$ cat src/common/can_wake_pkg.sv
package can_wake_pkg;

  // ****************************************
  // Transceiver modes (two mode bits)
  // ****************************************
  localparam logic [1:0] XCVR_OFF       = 2'h0;
  localparam logic [1:0] XCVR_WAKE_CAP  = 2'h1;
  localparam logic [1:0] XCVR_NORMAL    = 2'h2;
  localparam logic [1:0] XCVR_RX_ONLY   = 2'h3;
  localparam int         XCVR_UPPER_BIT = 1;

  // ****************************************
  // Device modes
  // ****************************************
  localparam logic [2:0] DEV_NORMAL    = 3'h0;
  localparam logic [2:0] DEV_STOP      = 3'h1;
  localparam logic [2:0] DEV_SLEEP     = 3'h2;
  localparam logic [2:0] DEV_RESTART   = 3'h3;
  localparam logic [2:0] DEV_FAIL_SAFE = 3'h4;

  // ****************************************
  // Termination selection
  // ****************************************
  localparam logic [1:0] TERM_FLOAT = 2'h0;
  localparam logic [1:0] TERM_HALF  = 2'h1;
  localparam logic [1:0] TERM_GND   = 2'h2;
  localparam logic [1:0] TERM_2V5   = 2'h3;

  // ****************************************
  // Timing
  // ****************************************
  localparam int CLK_FREQ_HZ      = 50_000_000;
  localparam int TX_TIMEOUT_US    = 2000;
  localparam int BUS_TIMEOUT_US   = 2600;
  localparam int SILENCE_US       = 1000;
  localparam int RESTART_HOLD_US  = 10;
  localparam int TX_TIMEOUT_CYC   = TX_TIMEOUT_US * (CLK_FREQ_HZ / 1_000_000);
  localparam int BUS_TIMEOUT_CYC  = BUS_TIMEOUT_US * (CLK_FREQ_HZ / 1_000_000);
  localparam int SILENCE_CYC      = SILENCE_US * (CLK_FREQ_HZ / 1_000_000);
  localparam int RESTART_HOLD_CYC = RESTART_HOLD_US * (CLK_FREQ_HZ / 1_000_000);

  // ****************************************
  // Wake event FIFO
  // ****************************************
  localparam int EVT_WIDTH = 3;
  localparam int EVT_DEPTH = 4;

endpackage

$ cat src/common/wake_evt_if.sv
`timescale 1ns/1ps
`default_nettype none
interface wake_evt_if #(parameter int WIDTH = 3);
  logic             valid;
  logic             ready;
  logic [WIDTH-1:0] data;
  modport src (output valid, output data, input ready);
  modport dst (input valid, input data, output ready);
endinterface
`default_nettype wire

$ cat src/rtl/dom_timer.sv
`timescale 1ns/1ps
`default_nettype none
module dom_timer #(
  parameter int LIMIT = 100
) (
  input  wire logic i_ref_clk,
  input  wire logic i_reset,
  input  wire logic i_cond,
  output logic      o_expired
);
  logic [31:0] count_reg;

  // Restart whenever the qualifying condition drops
  always_ff @(posedge i_ref_clk) begin
    if (i_reset || !i_cond) begin
      count_reg <= 32'h0;
    end else if (count_reg < 32'(LIMIT)) begin
      count_reg <= count_reg + 32'h1;
    end
  end

  assign o_expired = i_cond && (count_reg >= 32'(LIMIT));
endmodule
`default_nettype wire

$ cat src/rtl/evt_fifo.sv
`timescale 1ns/1ps
`default_nettype none
module evt_fifo #(
  parameter int WIDTH = 3,
  parameter int DEPTH = 4
) (
  input  wire logic i_ref_clk,
  input  wire logic i_reset,
  wake_evt_if.dst   in_port,
  wake_evt_if.src   out_port
);
  localparam int AW = $clog2(DEPTH);
  logic [WIDTH-1:0] mem_reg [DEPTH];
  logic [AW-1:0]    wr_reg;
  logic [AW-1:0]    rd_reg;
  logic [AW:0]      cnt_reg;
  logic             push;
  logic             pop;

  assign in_port.ready  = (cnt_reg != (AW+1)'(DEPTH));
  assign out_port.valid = (cnt_reg != '0);
  assign out_port.data  = mem_reg[rd_reg];
  assign push = in_port.valid && in_port.ready;
  assign pop  = out_port.valid && out_port.ready;

  always_ff @(posedge i_ref_clk) begin
    if (push) begin
      mem_reg[wr_reg] <= in_port.data;
    end
  end

  always_ff @(posedge i_ref_clk) begin
    if (i_reset) begin
      wr_reg  <= '0;
      rd_reg  <= '0;
      cnt_reg <= '0;
    end else begin
      if (push) begin
        wr_reg <= (wr_reg == AW'(DEPTH-1)) ? '0 : wr_reg + AW'(1);
      end
      if (pop) begin
        rd_reg <= (rd_reg == AW'(DEPTH-1)) ? '0 : rd_reg + AW'(1);
      end
      cnt_reg <= cnt_reg + (AW+1)'(push) - (AW+1)'(pop);
    end
  end
endmodule
`default_nettype wire

$ cat src/rtl/can_wake_fault_ctrl.sv
// Contract
// - Stop/Normal wake: interrupt low, status, receive low
// - Stop wake keeps device in Stop
// - Stop wake enables watchdog if configured
// - Sleep wake goes Restart then Normal
// - No interrupt when leaving Sleep
// - Restart/Fail-Safe wake: Restart, receive low
// - Termination chosen per transceiver mode
// - Ground termination only after silence time
// - Transmit time-out disables transmitter, bus recessive
// - Transmit time-out: mode kept, failure flagged
// - Transmit recovers when input goes recessive
// - Bus dominant too long flags failure
// - Clamping leaves transceiver mode unchanged
// - Bus filter longer than transmit time-out
// - Undervoltage sets flag, disables transmitter
// - Supply recovery restores normal transmission
// - Undervoltage detection only when upper bit set
// - After wake mode reads wake-capable, receive low
// - Off mode ignores bus wake-ups
`timescale 1ns/1ps
`default_nettype none
module can_wake_fault_ctrl
  import can_wake_pkg::*;
#(
  parameter int TX_TO_CYC   = TX_TIMEOUT_CYC,
  parameter int BUS_TO_CYC  = BUS_TIMEOUT_CYC,
  parameter int SILENCE_CY  = SILENCE_CYC,
  parameter int RESTART_CY  = RESTART_HOLD_CYC
) (
  input  wire logic       i_ref_clk,
  input  wire logic       i_reset,
  input  wire logic [1:0] i_xcvr_mode,
  input  wire logic       i_dev_mode_wr,
  input  wire logic [2:0] i_dev_mode_cmd,
  input  wire logic       i_watchdog_on_bus_wake,
  input  wire logic       i_watchdog_en_wr,
  input  wire logic       i_watchdog_en_val,
  input  wire logic       i_transmit_line,
  input  wire logic       i_bus_dominant,
  input  wire logic       i_bus_rx_data,
  input  wire logic       i_bus_wake,
  input  wire logic       i_transceiver_supply_low,
  input  wire logic       i_fail_clear,
  input  wire logic       i_uv_clear,
  input  wire logic       i_wake_clear,
  input  wire logic       i_evt_ready,
  output logic            o_receive_line,
  output logic            o_interrupt_out_low,
  output logic            o_wake_status_reg,
  output logic            o_bus_fail_flag,
  output logic            o_supply_undervolt_flag,
  output logic            o_tx_enable,
  output logic            o_tx_dominant,
  output logic [1:0]      o_termination,
  output logic [2:0]      o_dev_mode,
  output logic            o_watchdog_en,
  output logic            o_evt_valid,
  output logic [2:0]      o_evt_data,
  output logic            o_wake_dropped
);

  // ****************************************
  // Device mode and wake state
  // ****************************************
  typedef enum {ST_NORMAL, ST_STOP, ST_SLEEP, ST_RESTART, ST_FAIL_SAFE} dev_state_t;

  dev_state_t  state_reg;
  dev_state_t  state_next;
  logic        woken_reg;
  logic        wake_status_reg;
  logic        irq_reg;
  logic        wd_reg;
  logic [1:0]  mode_prev_reg;
  logic [31:0] restart_cnt_reg;
  logic        fail_reg;
  logic        uv_reg;
  logic        rx_reg;
  logic        drop_reg;
  logic        wake_ev;
  logic        uv_active;
  logic        tx_to;
  logic        bus_clamp;
  logic        silence_done;
  logic        restart_done;

  function automatic dev_state_t decode_mode(input logic [2:0] m);
    case (m)
      DEV_NORMAL:    decode_mode = ST_NORMAL;
      DEV_STOP:      decode_mode = ST_STOP;
      DEV_SLEEP:     decode_mode = ST_SLEEP;
      DEV_RESTART:   decode_mode = ST_RESTART;
      default:       decode_mode = ST_FAIL_SAFE;
    endcase
  endfunction

  // Wake only counts in wake-capable mode and only once until the transceiver is rearmed
  // Off ignores wakes
  assign wake_ev = i_bus_wake && (i_xcvr_mode == XCVR_WAKE_CAP) && !woken_reg;

  always_ff @(posedge i_ref_clk) begin
    if (i_reset || state_reg != ST_RESTART) begin
      restart_cnt_reg <= 32'h0;
    end else if (restart_cnt_reg < 32'(RESTART_CY)) begin
      restart_cnt_reg <= restart_cnt_reg + 32'h1;
    end
  end
  assign restart_done = (restart_cnt_reg >= 32'(RESTART_CY));

  always_comb begin
    state_next = state_reg;
    case (state_reg)
      ST_STOP:      state_next = ST_STOP;
      ST_SLEEP:     state_next = wake_ev ? ST_RESTART : ST_SLEEP;
      ST_RESTART:   state_next = restart_done ? ST_NORMAL : ST_RESTART;
      ST_FAIL_SAFE: state_next = wake_ev ? ST_RESTART : ST_FAIL_SAFE;
      ST_NORMAL:    state_next = ST_NORMAL;
      default:      state_next = ST_NORMAL;
    endcase
    if (i_dev_mode_wr) begin
      state_next = decode_mode(i_dev_mode_cmd);
    end
  end

  always_ff @(posedge i_ref_clk) begin
    if (i_reset) begin
      state_reg <= ST_NORMAL;
    end else begin
      state_reg <= state_next;
    end
  end

  always_comb begin
    case (state_reg)
      ST_NORMAL:  o_dev_mode = DEV_NORMAL;
      ST_STOP:    o_dev_mode = DEV_STOP;
      ST_SLEEP:   o_dev_mode = DEV_SLEEP;
      ST_RESTART: o_dev_mode = DEV_RESTART;
      default:    o_dev_mode = DEV_FAIL_SAFE;
    endcase
  end

  // ****************************************
  // Wake latch and rearm
  // ****************************************
  // Woken holds until mode changes; Stop/Sleep/Fail-Safe entry rearms
  always_ff @(posedge i_ref_clk) begin
    if (i_reset) begin
      woken_reg     <= 1'b0;
      mode_prev_reg <= XCVR_OFF;
    end else begin
      mode_prev_reg <= i_xcvr_mode;
      if (wake_ev) begin
        woken_reg <= 1'b1;
      end else if (i_xcvr_mode != XCVR_WAKE_CAP) begin
        woken_reg <= 1'b0;
      end else if (i_dev_mode_wr && decode_mode(i_dev_mode_cmd) inside {ST_STOP, ST_SLEEP, ST_FAIL_SAFE}) begin
        woken_reg <= 1'b0;
      end
    end
  end

  // Wake status, set wins over clear
  always_ff @(posedge i_ref_clk) begin
    if (i_reset) begin
      wake_status_reg <= 1'b0;
    end else if (wake_ev) begin
      wake_status_reg <= 1'b1;
    end else if (i_wake_clear) begin
      wake_status_reg <= 1'b0;
    end
  end

  // Interrupt only from Stop or Normal
  always_ff @(posedge i_ref_clk) begin
    if (i_reset) begin
      irq_reg <= 1'b0;
    end else if (wake_ev && (state_reg == ST_STOP || state_reg == ST_NORMAL)) begin
      irq_reg <= 1'b1;
    end else if (i_wake_clear) begin
      irq_reg <= 1'b0;
    end
  end
  assign o_interrupt_out_low = !irq_reg;
  assign o_wake_status_reg   = wake_status_reg;

  always_ff @(posedge i_ref_clk) begin
    if (i_reset) begin
      wd_reg <= 1'b0;
    end else if (wake_ev && state_reg == ST_STOP && i_watchdog_on_bus_wake) begin
      wd_reg <= 1'b1;
    end else if (i_watchdog_en_wr) begin
      wd_reg <= i_watchdog_en_val;
    end
  end
  assign o_watchdog_en = wd_reg;

  // ****************************************
  // Fault timers
  // ****************************************
  // Bus filter must exceed transmit time-out
  localparam int BUS_LIMIT = (BUS_TO_CYC > TX_TO_CYC) ? BUS_TO_CYC : TX_TO_CYC + 1;

  dom_timer #(.LIMIT(TX_TO_CYC)) u_tx_timer (
    .i_ref_clk (i_ref_clk),
    .i_reset   (i_reset),
    .i_cond    (!i_transmit_line && i_xcvr_mode == XCVR_NORMAL),
    .o_expired (tx_to)
  );

  dom_timer #(.LIMIT(BUS_LIMIT)) u_bus_timer (
    .i_ref_clk (i_ref_clk),
    .i_reset   (i_reset),
    .i_cond    (i_bus_dominant && i_xcvr_mode[XCVR_UPPER_BIT]),
    .o_expired (bus_clamp)
  );

  dom_timer #(.LIMIT(SILENCE_CY)) u_silence (
    .i_ref_clk (i_ref_clk),
    .i_reset   (i_reset),
    .i_cond    (i_xcvr_mode == XCVR_WAKE_CAP && !i_bus_dominant),
    .o_expired (silence_done)
  );

  always_ff @(posedge i_ref_clk) begin
    if (i_reset) begin
      fail_reg <= 1'b0;
    end else if (tx_to || bus_clamp) begin
      fail_reg <= 1'b1;
    end else if (i_fail_clear) begin
      fail_reg <= 1'b0;
    end
  end
  assign o_bus_fail_flag = fail_reg;

  assign uv_active = i_xcvr_mode[XCVR_UPPER_BIT] && i_transceiver_supply_low;

  always_ff @(posedge i_ref_clk) begin
    if (i_reset) begin
      uv_reg <= 1'b0;
    end else if (uv_active) begin
      uv_reg <= 1'b1;
    end else if (i_uv_clear) begin
      uv_reg <= 1'b0;
    end
  end
  assign o_supply_undervolt_flag = uv_reg;

  assign o_tx_enable   = (i_xcvr_mode == XCVR_NORMAL) && !tx_to && !uv_active;
  assign o_tx_dominant = o_tx_enable && !i_transmit_line;

  always_comb begin
    case (i_xcvr_mode)
      XCVR_NORMAL:   o_termination = TERM_HALF;
      XCVR_RX_ONLY:  o_termination = uv_active ? TERM_2V5 : TERM_HALF;
      XCVR_WAKE_CAP: o_termination = woken_reg ? TERM_2V5 : (silence_done ? TERM_GND : TERM_FLOAT);
      default:       o_termination = TERM_FLOAT;
    endcase
  end

  // ****************************************
  // Receive line
  // ****************************************
  // Receive low after wake
  // Receive low after wake in Restart and Fail-Safe as well; the device mode does not gate the line
  always_ff @(posedge i_ref_clk) begin
    if (i_reset) begin
      rx_reg <= 1'b1;
    end else if (i_xcvr_mode == XCVR_WAKE_CAP) begin
      // Rearm by a device mode change clears woken but must not release the line
      rx_reg <= !(woken_reg || wake_ev || (mode_prev_reg == XCVR_WAKE_CAP && !rx_reg));
    end else if (i_xcvr_mode[XCVR_UPPER_BIT]) begin
      rx_reg <= i_bus_rx_data;
    end else begin
      rx_reg <= 1'b1;
    end
  end
  assign o_receive_line = rx_reg;

  // ****************************************
  // Wake event log
  // ****************************************
  // Events record the device mode at wake; a full log drops and flags, it never stalls detection
  wake_evt_if #(.WIDTH(EVT_WIDTH)) evt_in ();
  wake_evt_if #(.WIDTH(EVT_WIDTH)) evt_out ();

  assign evt_in.valid  = wake_ev;
  assign evt_in.data   = o_dev_mode;
  assign evt_out.ready = i_evt_ready;

  evt_fifo #(.WIDTH(EVT_WIDTH), .DEPTH(EVT_DEPTH)) u_fifo (
    .i_ref_clk (i_ref_clk),
    .i_reset   (i_reset),
    .in_port   (evt_in),
    .out_port  (evt_out)
  );

  always_ff @(posedge i_ref_clk) begin
    if (i_reset) begin
      drop_reg <= 1'b0;
    end else if (wake_ev && !evt_in.ready) begin
      drop_reg <= 1'b1;
    end else if (i_wake_clear) begin
      drop_reg <= 1'b0;
    end
  end

  assign o_evt_valid    = evt_out.valid;
  assign o_evt_data     = evt_out.data;
  assign o_wake_dropped = drop_reg;

endmodule
`default_nettype wire

$ cat config.mk
export PLATFORM = sky130hd
export DESIGN_NAME = can_wake_fault_ctrl
export DESIGN_NICKNAME = d
export VERILOG_FILES = /design/src/common/can_wake_pkg.sv /design/src/common/wake_evt_if.sv /design/src/rtl/dom_timer.sv /design/src/rtl/evt_fifo.sv /design/src/rtl/can_wake_fault_ctrl.sv
export SDC_FILE = /design/constraint.sdc
export NUM_CORES = 1
export LEC_CHECK = 0
export ABC_AREA = 1
export BUFFER_PORTS_ARGS = -buffer_cell sky130_fd_sc_hd__buf_2
export CORE_MARGIN = 2
export CORE_UTILIZATION = 61
export DETAILED_ROUTE_END_ITERATION = 8
export GPL_TIMING_DRIVEN = 0
export PLACE_DENSITY = 0.82
export SLEW_MARGIN = 20
export SYNTH_ARGS = -nofsm -noshare
export SYNTH_HDL_FRONTEND = slang
export SYNTH_SLANG_ARGS = --single-unit
$ cat constraint.sdc
create_clock -name i_ref_clk -period 2.9 [get_ports i_ref_clk]
set_clock_uncertainty 0.2 [all_clocks]
set_input_delay 0.145 -clock i_ref_clk [delete_from_list [all_inputs] [get_ports i_ref_clk]]
set_output_delay 0.145 -clock i_ref_clk [all_outputs]
set_load 0.01 [all_outputs]
==> results.py, run 1 <==
metrics = {
    "outcome": {
        "status": "complete, no violations",
    },
    "placement": {
        "dp_cells": 1119,
        "io_buffer_count": 36,
        "hpwlAfterDp_mm": 9.29,
        "place_congestion": 0.924,
    },
    "critical_path": {
        "critPathArrivalTime_ns": 2.53,
        "startpoint_type": "primary input",
        "required_ns": 3.02,
        "crit_path_end_kind": "flop",
        "worst-setup-path-type": "primary input to flop",
        "cp_max_fo": 7,
    },
    "route": {
        "dr.pass1.iters": 5,
        "wl_mm": 14.3,
        "post_drt_via_cell_ratio": 5.04,
        "wl_per_cell_microns": 12.1,
        "drtIter0Drc": 323,
        "dr_total_vias": 5931,
        "drcViolationCount": 0,
        "drtAntennaViolNets": 0,
    },
    "power_and_ir_drop": {
        "leakagePower_uw": 0.00309,
        "p_per_area_nw_per_um2": 590,
        "vdd_drop_max_v": 0.000424,
    },
    "floorplanning": {
        "io_pins": 38,
        "rows": 39,
        "die_h_microns": 112,
        "fp.dieW_microns": 112,
        "coreArea_sq_um": 11400,
        "start_util": 0.627,
        "dieArea_sq_um": 12600,
    },
    "clock_tree": {
        "cts.sinks": 162,
        "path_clk_slew_ns": 0.06,
        "cts_buffers": 17,
        "clock_path_buffers": 2,
        "cts_hold_buf": 25,
        "clk_latency_ns": 0.43,
        "cts_tree": "yes",
        "post_cts_buffers": 0,
        "htreeDepth": 4,
        "cts-resized-gates": 0,
        "root_buffer": "clkbuf_16",
    },
    "logic_synthesis": {
        "synth.distinct_cells": 46,
        "netlist.area_leader.share": 0.420,
        "async_reset_ff_frac": 0,
        "synth_area_leaders": "dfxtp_1 (42%), nand2_1 (9.4%), nor2_1 (9.0%)",
        "syn-cell-area_sq_um": 7160,
        "yosysTopAreaCell": "dfxtp_1",
        "synthCells": 940,
        "synth_edf_count": 12,
        "yosysWarnings": 0,
        "ys_ff_latch": 162,
        "syn_area_per_cell_sq_um": 7.61,
        "ys_seq_area_frac": 0.470,
        "synth_nets": 976,
        "ys.flop_type": "dfxtp_1",
    },
    "finish": {
        "layout_commonest_cell": "nand2_1",
        "layout.nets": 1056,
        "drive_gt1_frac": 0.122,
        "synthToLayoutAreaGrowth_pct": 16.8,
        "fin_util": 0.732,
        "seq_area_sq_um": 3360,
        "antennaDiodeCount": 0,
        "fillers": 889,
        "final_cell_mix": "nand2_1 (180), nor2_1 (172), dfxtp_1 (150)",
        "multiInputGateArea_sq_um": 3090,
        "layoutNonFillerInstCount": 1176,
    },
    "timing": {
        "drv_slew": 0,
        "finalHoldViolCount": 0,
        "setup_violations": 0,
        "fin_crit_ns": 2.41,
        "tns_ns": 0,
        "worst_pin_slew_ns": 0.542,
        "hold_ws_ns": 0.108,
        "max_slew_margin": 0.639,
        "rsz0062_at_grt": "no",
        "fmax_ghz": 0.415,
        "fin_crit_sh": 0.830,
    },
    "flow_run": {
        "timing.max_cap.violations": 0,
    },
    "grt": {
        "antenna_found_initial": 0,
        "grt_max_degree": 17,
        "grt_pass1_wl_mm": 24.7,
        "grt_pass1_vias": 5727,
        "grt_use_total": 0.240,
        "gr-total-overflow": 0,
    },
    "min_path": {
        "hold_path_class": "primary input to flop",
    },
}
-- through the flow --
stage | worst slack (ns) | instance area (sq um) | total power, uW
final | 0.493 | 8350 | 4930
after global routing | 0.386 | 8350 | 5100
after CTS | 0.527 | 8350 | 4950
after detailed placement | 0.709 | 7510 | 2720
after global placement | 0.738 | 7510 | 2710
after floorplan | 0.849 | 7160 | 2610
-- power by group --
part           switching [uW]  leakage, uW  internal (uW)  total (uW)
Combinational             222      0.00148            151         373
Sequential               45.4      0.00132           2300        2350
Clock                     891     0.000282           1310        2200
-- area by class of cell --
cell class                      count  share of cell area
Clock buffer                       20              0.0547
Timing Repair Buffer               61              0.0515
Clock inverter                     12              0.0159
Sequential cell                   162               0.403
Inverter                          149              0.0681
Buffer                             20              0.0160
Tap cell                          143              0.0214
Multi-Input combinational cell    609               0.370
-- per-layer routing --
layer / GRT usage / share of wire / wire [microns]
met1: 0.286 / 0.44 / 6350
met2: 0.414 / 0.48 / 6920
met3: 0.0535 / 0.043 / 614
met4: 0.113 / 0.027 / 389
met5: 0 / 0 / 0
-- cells in the mapped netlist (2+ instances only) --
library cell  number
nand2_1          180
nor2_1           172
dfxtp_1          150
inv_1            141
a21oi_1           53
nand3_1           35
xor2_1            30
nor3_1            22
o21ai_0           20
a21oi_2           15
ha_1              15
xnor2_1           14
edfxtp_1          12
nand2_2           12
nand4_1           11
clkbuf_1           9
inv_2              5
nor2_2             5
buf_2              4
a31oi_1            3
buf_6              3
o22ai_1            3
inv_4              2
nor2_4             2
-- final timing paths --
check,from,end,slack (ns),depth (start not counted)
worst max-delay path,i_xcvr_mode[1],u_fifo.cnt_reg[2],0.49,12
worst min-delay path,i_dev_mode_cmd[2],woken_reg,0.11,5
worst max register to register,u_fifo.cnt_reg[1],u_fifo.cnt_reg[2],0.63,11
worst min register to register,u_tx_timer.count_reg[29],u_tx_timer.count_reg[29],0.22,2
-- cells by family after synthesis --
logic type / Yosys count / share of synthesized area
AO/OA/AOI/OAI: 103 / 0.0862
XOR/XNOR: 44 / 0.0539
adder cells (fa/ha/maj): 16 / 0.0290
buffers and inverters: 169 / 0.0983
flip-flops: 162 / 0.470
AND/OR/NAND/NOR: 446 / 0.263
-- worst max-delay path, cell delays in order --
cell           delay (ns)
dlygate4sd3_1        0.53
buf_2                0.15
inv_2                0.13
nand2_2              0.12
nor3_4               0.29
inv_2                0.11
nor2_2               0.18
ha_1                 0.21
inv_1                0.06
fa_1                 0.38
o21ai_0              0.18
a21oi_1              0.05
Power figures use the tool's default switching activity.
==> run 2: changes to the inputs <==
Settings changed: ABC_AREA 1 to 0, CORE_UTILIZATION 61 to 54, PLACE_DENSITY 0.82 to 0.77.
Clock period 2.9 ns to 2.2 ns, I/O delays scaled along.
==> run 2 against run 1 <==
Compared with the run above:
- non-clock buffer count grew 18
- power rose by 25%
- first-iteration DRC count decreased by 46%
- combinational power increased by 29%
- critical path type is now flop to flop
- the flow now finishes with violations (negative setup slack)
- hold slack got worse by 0.064 ns
- register-to-register slack lost 0.71 ns
- sequential share of layout area grew 2.3 points
- routed wire length is 9.8% lower
- global-route usage shrank 3.1 points
- clock power is 18% higher
- synthesized cell count fell by 32%
==> results.py, run 2 <==
metrics = {
    "placement": {
        "place_congestion": 0.791,
        "io_buffer_count": 36,
        "placed_cell_area_sq_um": 6790,
        "dp_cells": 819,
        "hpwlAfterDp_mm": 8.53,
        "dp_slack_ns": -0.448,
    },
    "grt": {
        "gr-total-overflow": 0,
        "grt_use_total": 0.210,
        "grt_max_degree": 17,
        "antenna_found_initial": 0,
        "grt_pass1_vias": 4914,
        "grt_pass1_wl_mm": 21.7,
    },
    "critical_path": {
        "r2r_slack_ns": -0.08,
        "startpoint_type": "flop",
        "cp_max_fo": 2,
        "crit_path_end_kind": "flop",
        "critPathArrivalTime_ns": 2.37,
        "worst-setup-path-type": "flop to flop",
        "crit_start": "u_fifo.cnt_reg[1]",
        "required_ns": 2.29,
        "reg2reg_from": "u_fifo.cnt_reg[1]",
    },
    "logic_synthesis": {
        "synth_area_leaders": "dfxtp_1 (47%), and2_1 (5.8%), edfxtp_1 (5.6%)",
        "yosysWarnings": 0,
        "synth_nets": 676,
        "synth_edf_count": 12,
        "async_reset_ff_frac": 0,
        "ys_ff_latch": 162,
        "netlist.area_leader.share": 0.470,
        "yosysTopAreaCell": "dfxtp_1",
        "ys.flop_type": "dfxtp_1",
        "synthCells": 640,
        "netlist_top_cells_count": "dfxtp_1 (150), nor2_1 (81), and2_1 (59)",
        "synth.distinct_cells": 53,
        "syn_area_per_cell_sq_um": 9.99,
        "ys_seq_area_frac": 0.526,
        "synth.most_common_cell": "dfxtp_1",
        "syn-cell-area_sq_um": 6390,
    },
    "clock_tree": {
        "cts_tree": "yes",
        "path_clk_slew_ns": 0.06,
        "clock_path_buffers": 2,
        "htreeDepth": 4,
        "cts.sinks": 162,
        "root_buffer": "clkbuf_16",
        "clk_latency_ns": 0.42,
        "cts_buffers": 17,
    },
    "timing": {
        "max_slew_margin": 0.605,
        "rsz0062_at_grt": "yes",
        "fin_crit_sh": 1.04,
        "setup_ws_ns": -0.0783,
        "drv_slew": 0,
        "finalHoldViolCount": 0,
        "fin_crit_ns": 2.28,
        "setup_violations": 1,
        "fmax_ghz": 0.439,
        "worst_pin_slew_ns": 0.589,
    },
    "route": {
        "wl_per_cell_microns": 14.4,
        "drcViolationCount": 0,
        "dr.pass1.iters": 4,
        "wl_mm": 12.9,
        "post_drt_via_cell_ratio": 5.36,
        "drtAntennaViolNets": 0,
        "drtIter0Drc": 175,
        "dr_total_vias": 4779,
    },
    "flow_run": {
        "timing.max_cap.violations": 0,
    },
    "finish": {
        "layout_commonest_cell": "dfxtp_1",
        "layoutNonFillerInstCount": 892,
        "layout.nets": 773,
        "synthToLayoutAreaGrowth_pct": 24.2,
        "drive_gt1_frac": 0.207,
        "final_cell_mix": "dfxtp_1 (140), nor2_1 (79), and2_1 (59)",
        "finalInstanceArea_sq_um": 7940,
        "antennaDiodeCount": 0,
    },
    "floorplanning": {
        "dieArea_sq_um": 12700,
        "start_util": 0.557,
        "rows": 39,
        "fp.dieW_microns": 113,
        "die_h_microns": 113,
        "coreArea_sq_um": 11500,
        "io_pins": 38,
    },
    "power_and_ir_drop": {
        "leakagePower_uw": 0.00300,
        "total_power_uw": 6160,
        "p_per_area_nw_per_um2": 776,
        "vdd_drop_max_v": 0.000667,
    },
    "min_path": {
        "hold_path_class": "primary input to flop",
        "worstHoldStart": "i_bus_dominant",
    },
    "outcome": {
        "status": "complete, but fails checks",
        "violations": "negative setup slack",
    },
}
## run 2: cell count changes after synthesis, sizes merged, moves of 11 or more
cell and change:
nor4 +27, nor2 -98, and2 +58, nand2 -161
xnor2 +19, and3 +26, o21ai -13, inv -126
xor2 -11, a21oi -53, nand3 -17
## run 2: power by group
| part | total (uW) | switching (uW) | leakage, uW | internal [uW] |
|---|---|---|---|---|
| Clock | 2600 | 1170 | 0.000235 | 1440 |
| Combinational | 480 | 237 | 0.00144 | 243 |
| Sequential | 3080 | 50.8 | 0.00133 | 3030 |
| Total | 6160 | 1450 | 0.00300 | 4710 |
## run 2: timing repair
item / CTS / global route
hold buffers: 23 / 0
endpoints found under the hold margin: 27 / 0
resized for setup: 17 / 37
setup buffers: 13 / 6
setup endpoints to repair: 10 / 37
pin swaps: 12 / 14
## run 2: critical path, stage by stage (launching register included)
cell and delay [ns]:
dfxtp_4 0.34, or3_4 0.38, nand2_4 0.09, inv_4 0.04
ha_4 0.20, inv_2 0.06, ha_4 0.11, inv_2 0.03
fa_2 0.33, xor2_1 0.18, xnor2_1 0.14, nor2_1 0.05
## run 2: layer usage
layer,global-route usage,vias to the layer above,part of all wire
met5,0,-,0
met4,0.0951,0,0.021
met3,0.0568,28,0.041
met2,0.364,100,0.51
met1,0.242,2264,0.43
li1,-,2387,-
## run 2: path summary, 6_finish.rpt
kind                             end  cells past startpoint
max                u_fifo.cnt_reg[2]                     11
min           u_silence.count_reg[4]                      4
max reg2reg        u_fifo.cnt_reg[2]                     11
min reg2reg  u_silence.count_reg[17]                      1
## run 2: logic make-up (layout without fill, tap and decap cells)
| logic type | Yosys count | after routing | share of synthesized area |
|---|---|---|---|
| mux | 8 | 8 | 0.0184 |
| xor+xnor | 52 | 52 | 0.0713 |
| simple gates | 315 | 315 | 0.278 |
| buf+inv | 44 | 153 | 0.0268 |
| flops | 162 | 162 | 0.526 |
| fa+ha+maj | 16 | 16 | 0.0325 |
| compound gates | 43 | 43 | 0.0472 |
## run 2: layout make-up
cell class | count | area [sq um]
plain buffers | 21 | 90.1
fillers | 805 | 3530
flip-flops and latches | 162 | 3380
clock inverters | 12 | 87.6
well taps | 143 | 179
repair buffers | 78 | 553
multi-input cells | 434 | 3130
inverters | 23 | 88.8
clock buffers | 19 | 433
## run 2: stage by stage
| step | util | setup TNS (ns) | hold slack (ns) |
|---|---|---|---|
| 6_report | 0.692 | -0.0783 | 0.0446 |
| 5_1_grt | 0.692 | -0.484 | 0.0658 |
| 4_1_cts | 0.671 | -0.0920 | 0.0327 |
| 3_5_place_dp | 0.592 | -0.723 | 0.142 |
| 3_3_place_gp | 0.592 | -0.610 | 0.140 |
| 2_1_floorplan | - | -0.0722 | -0.00655 |
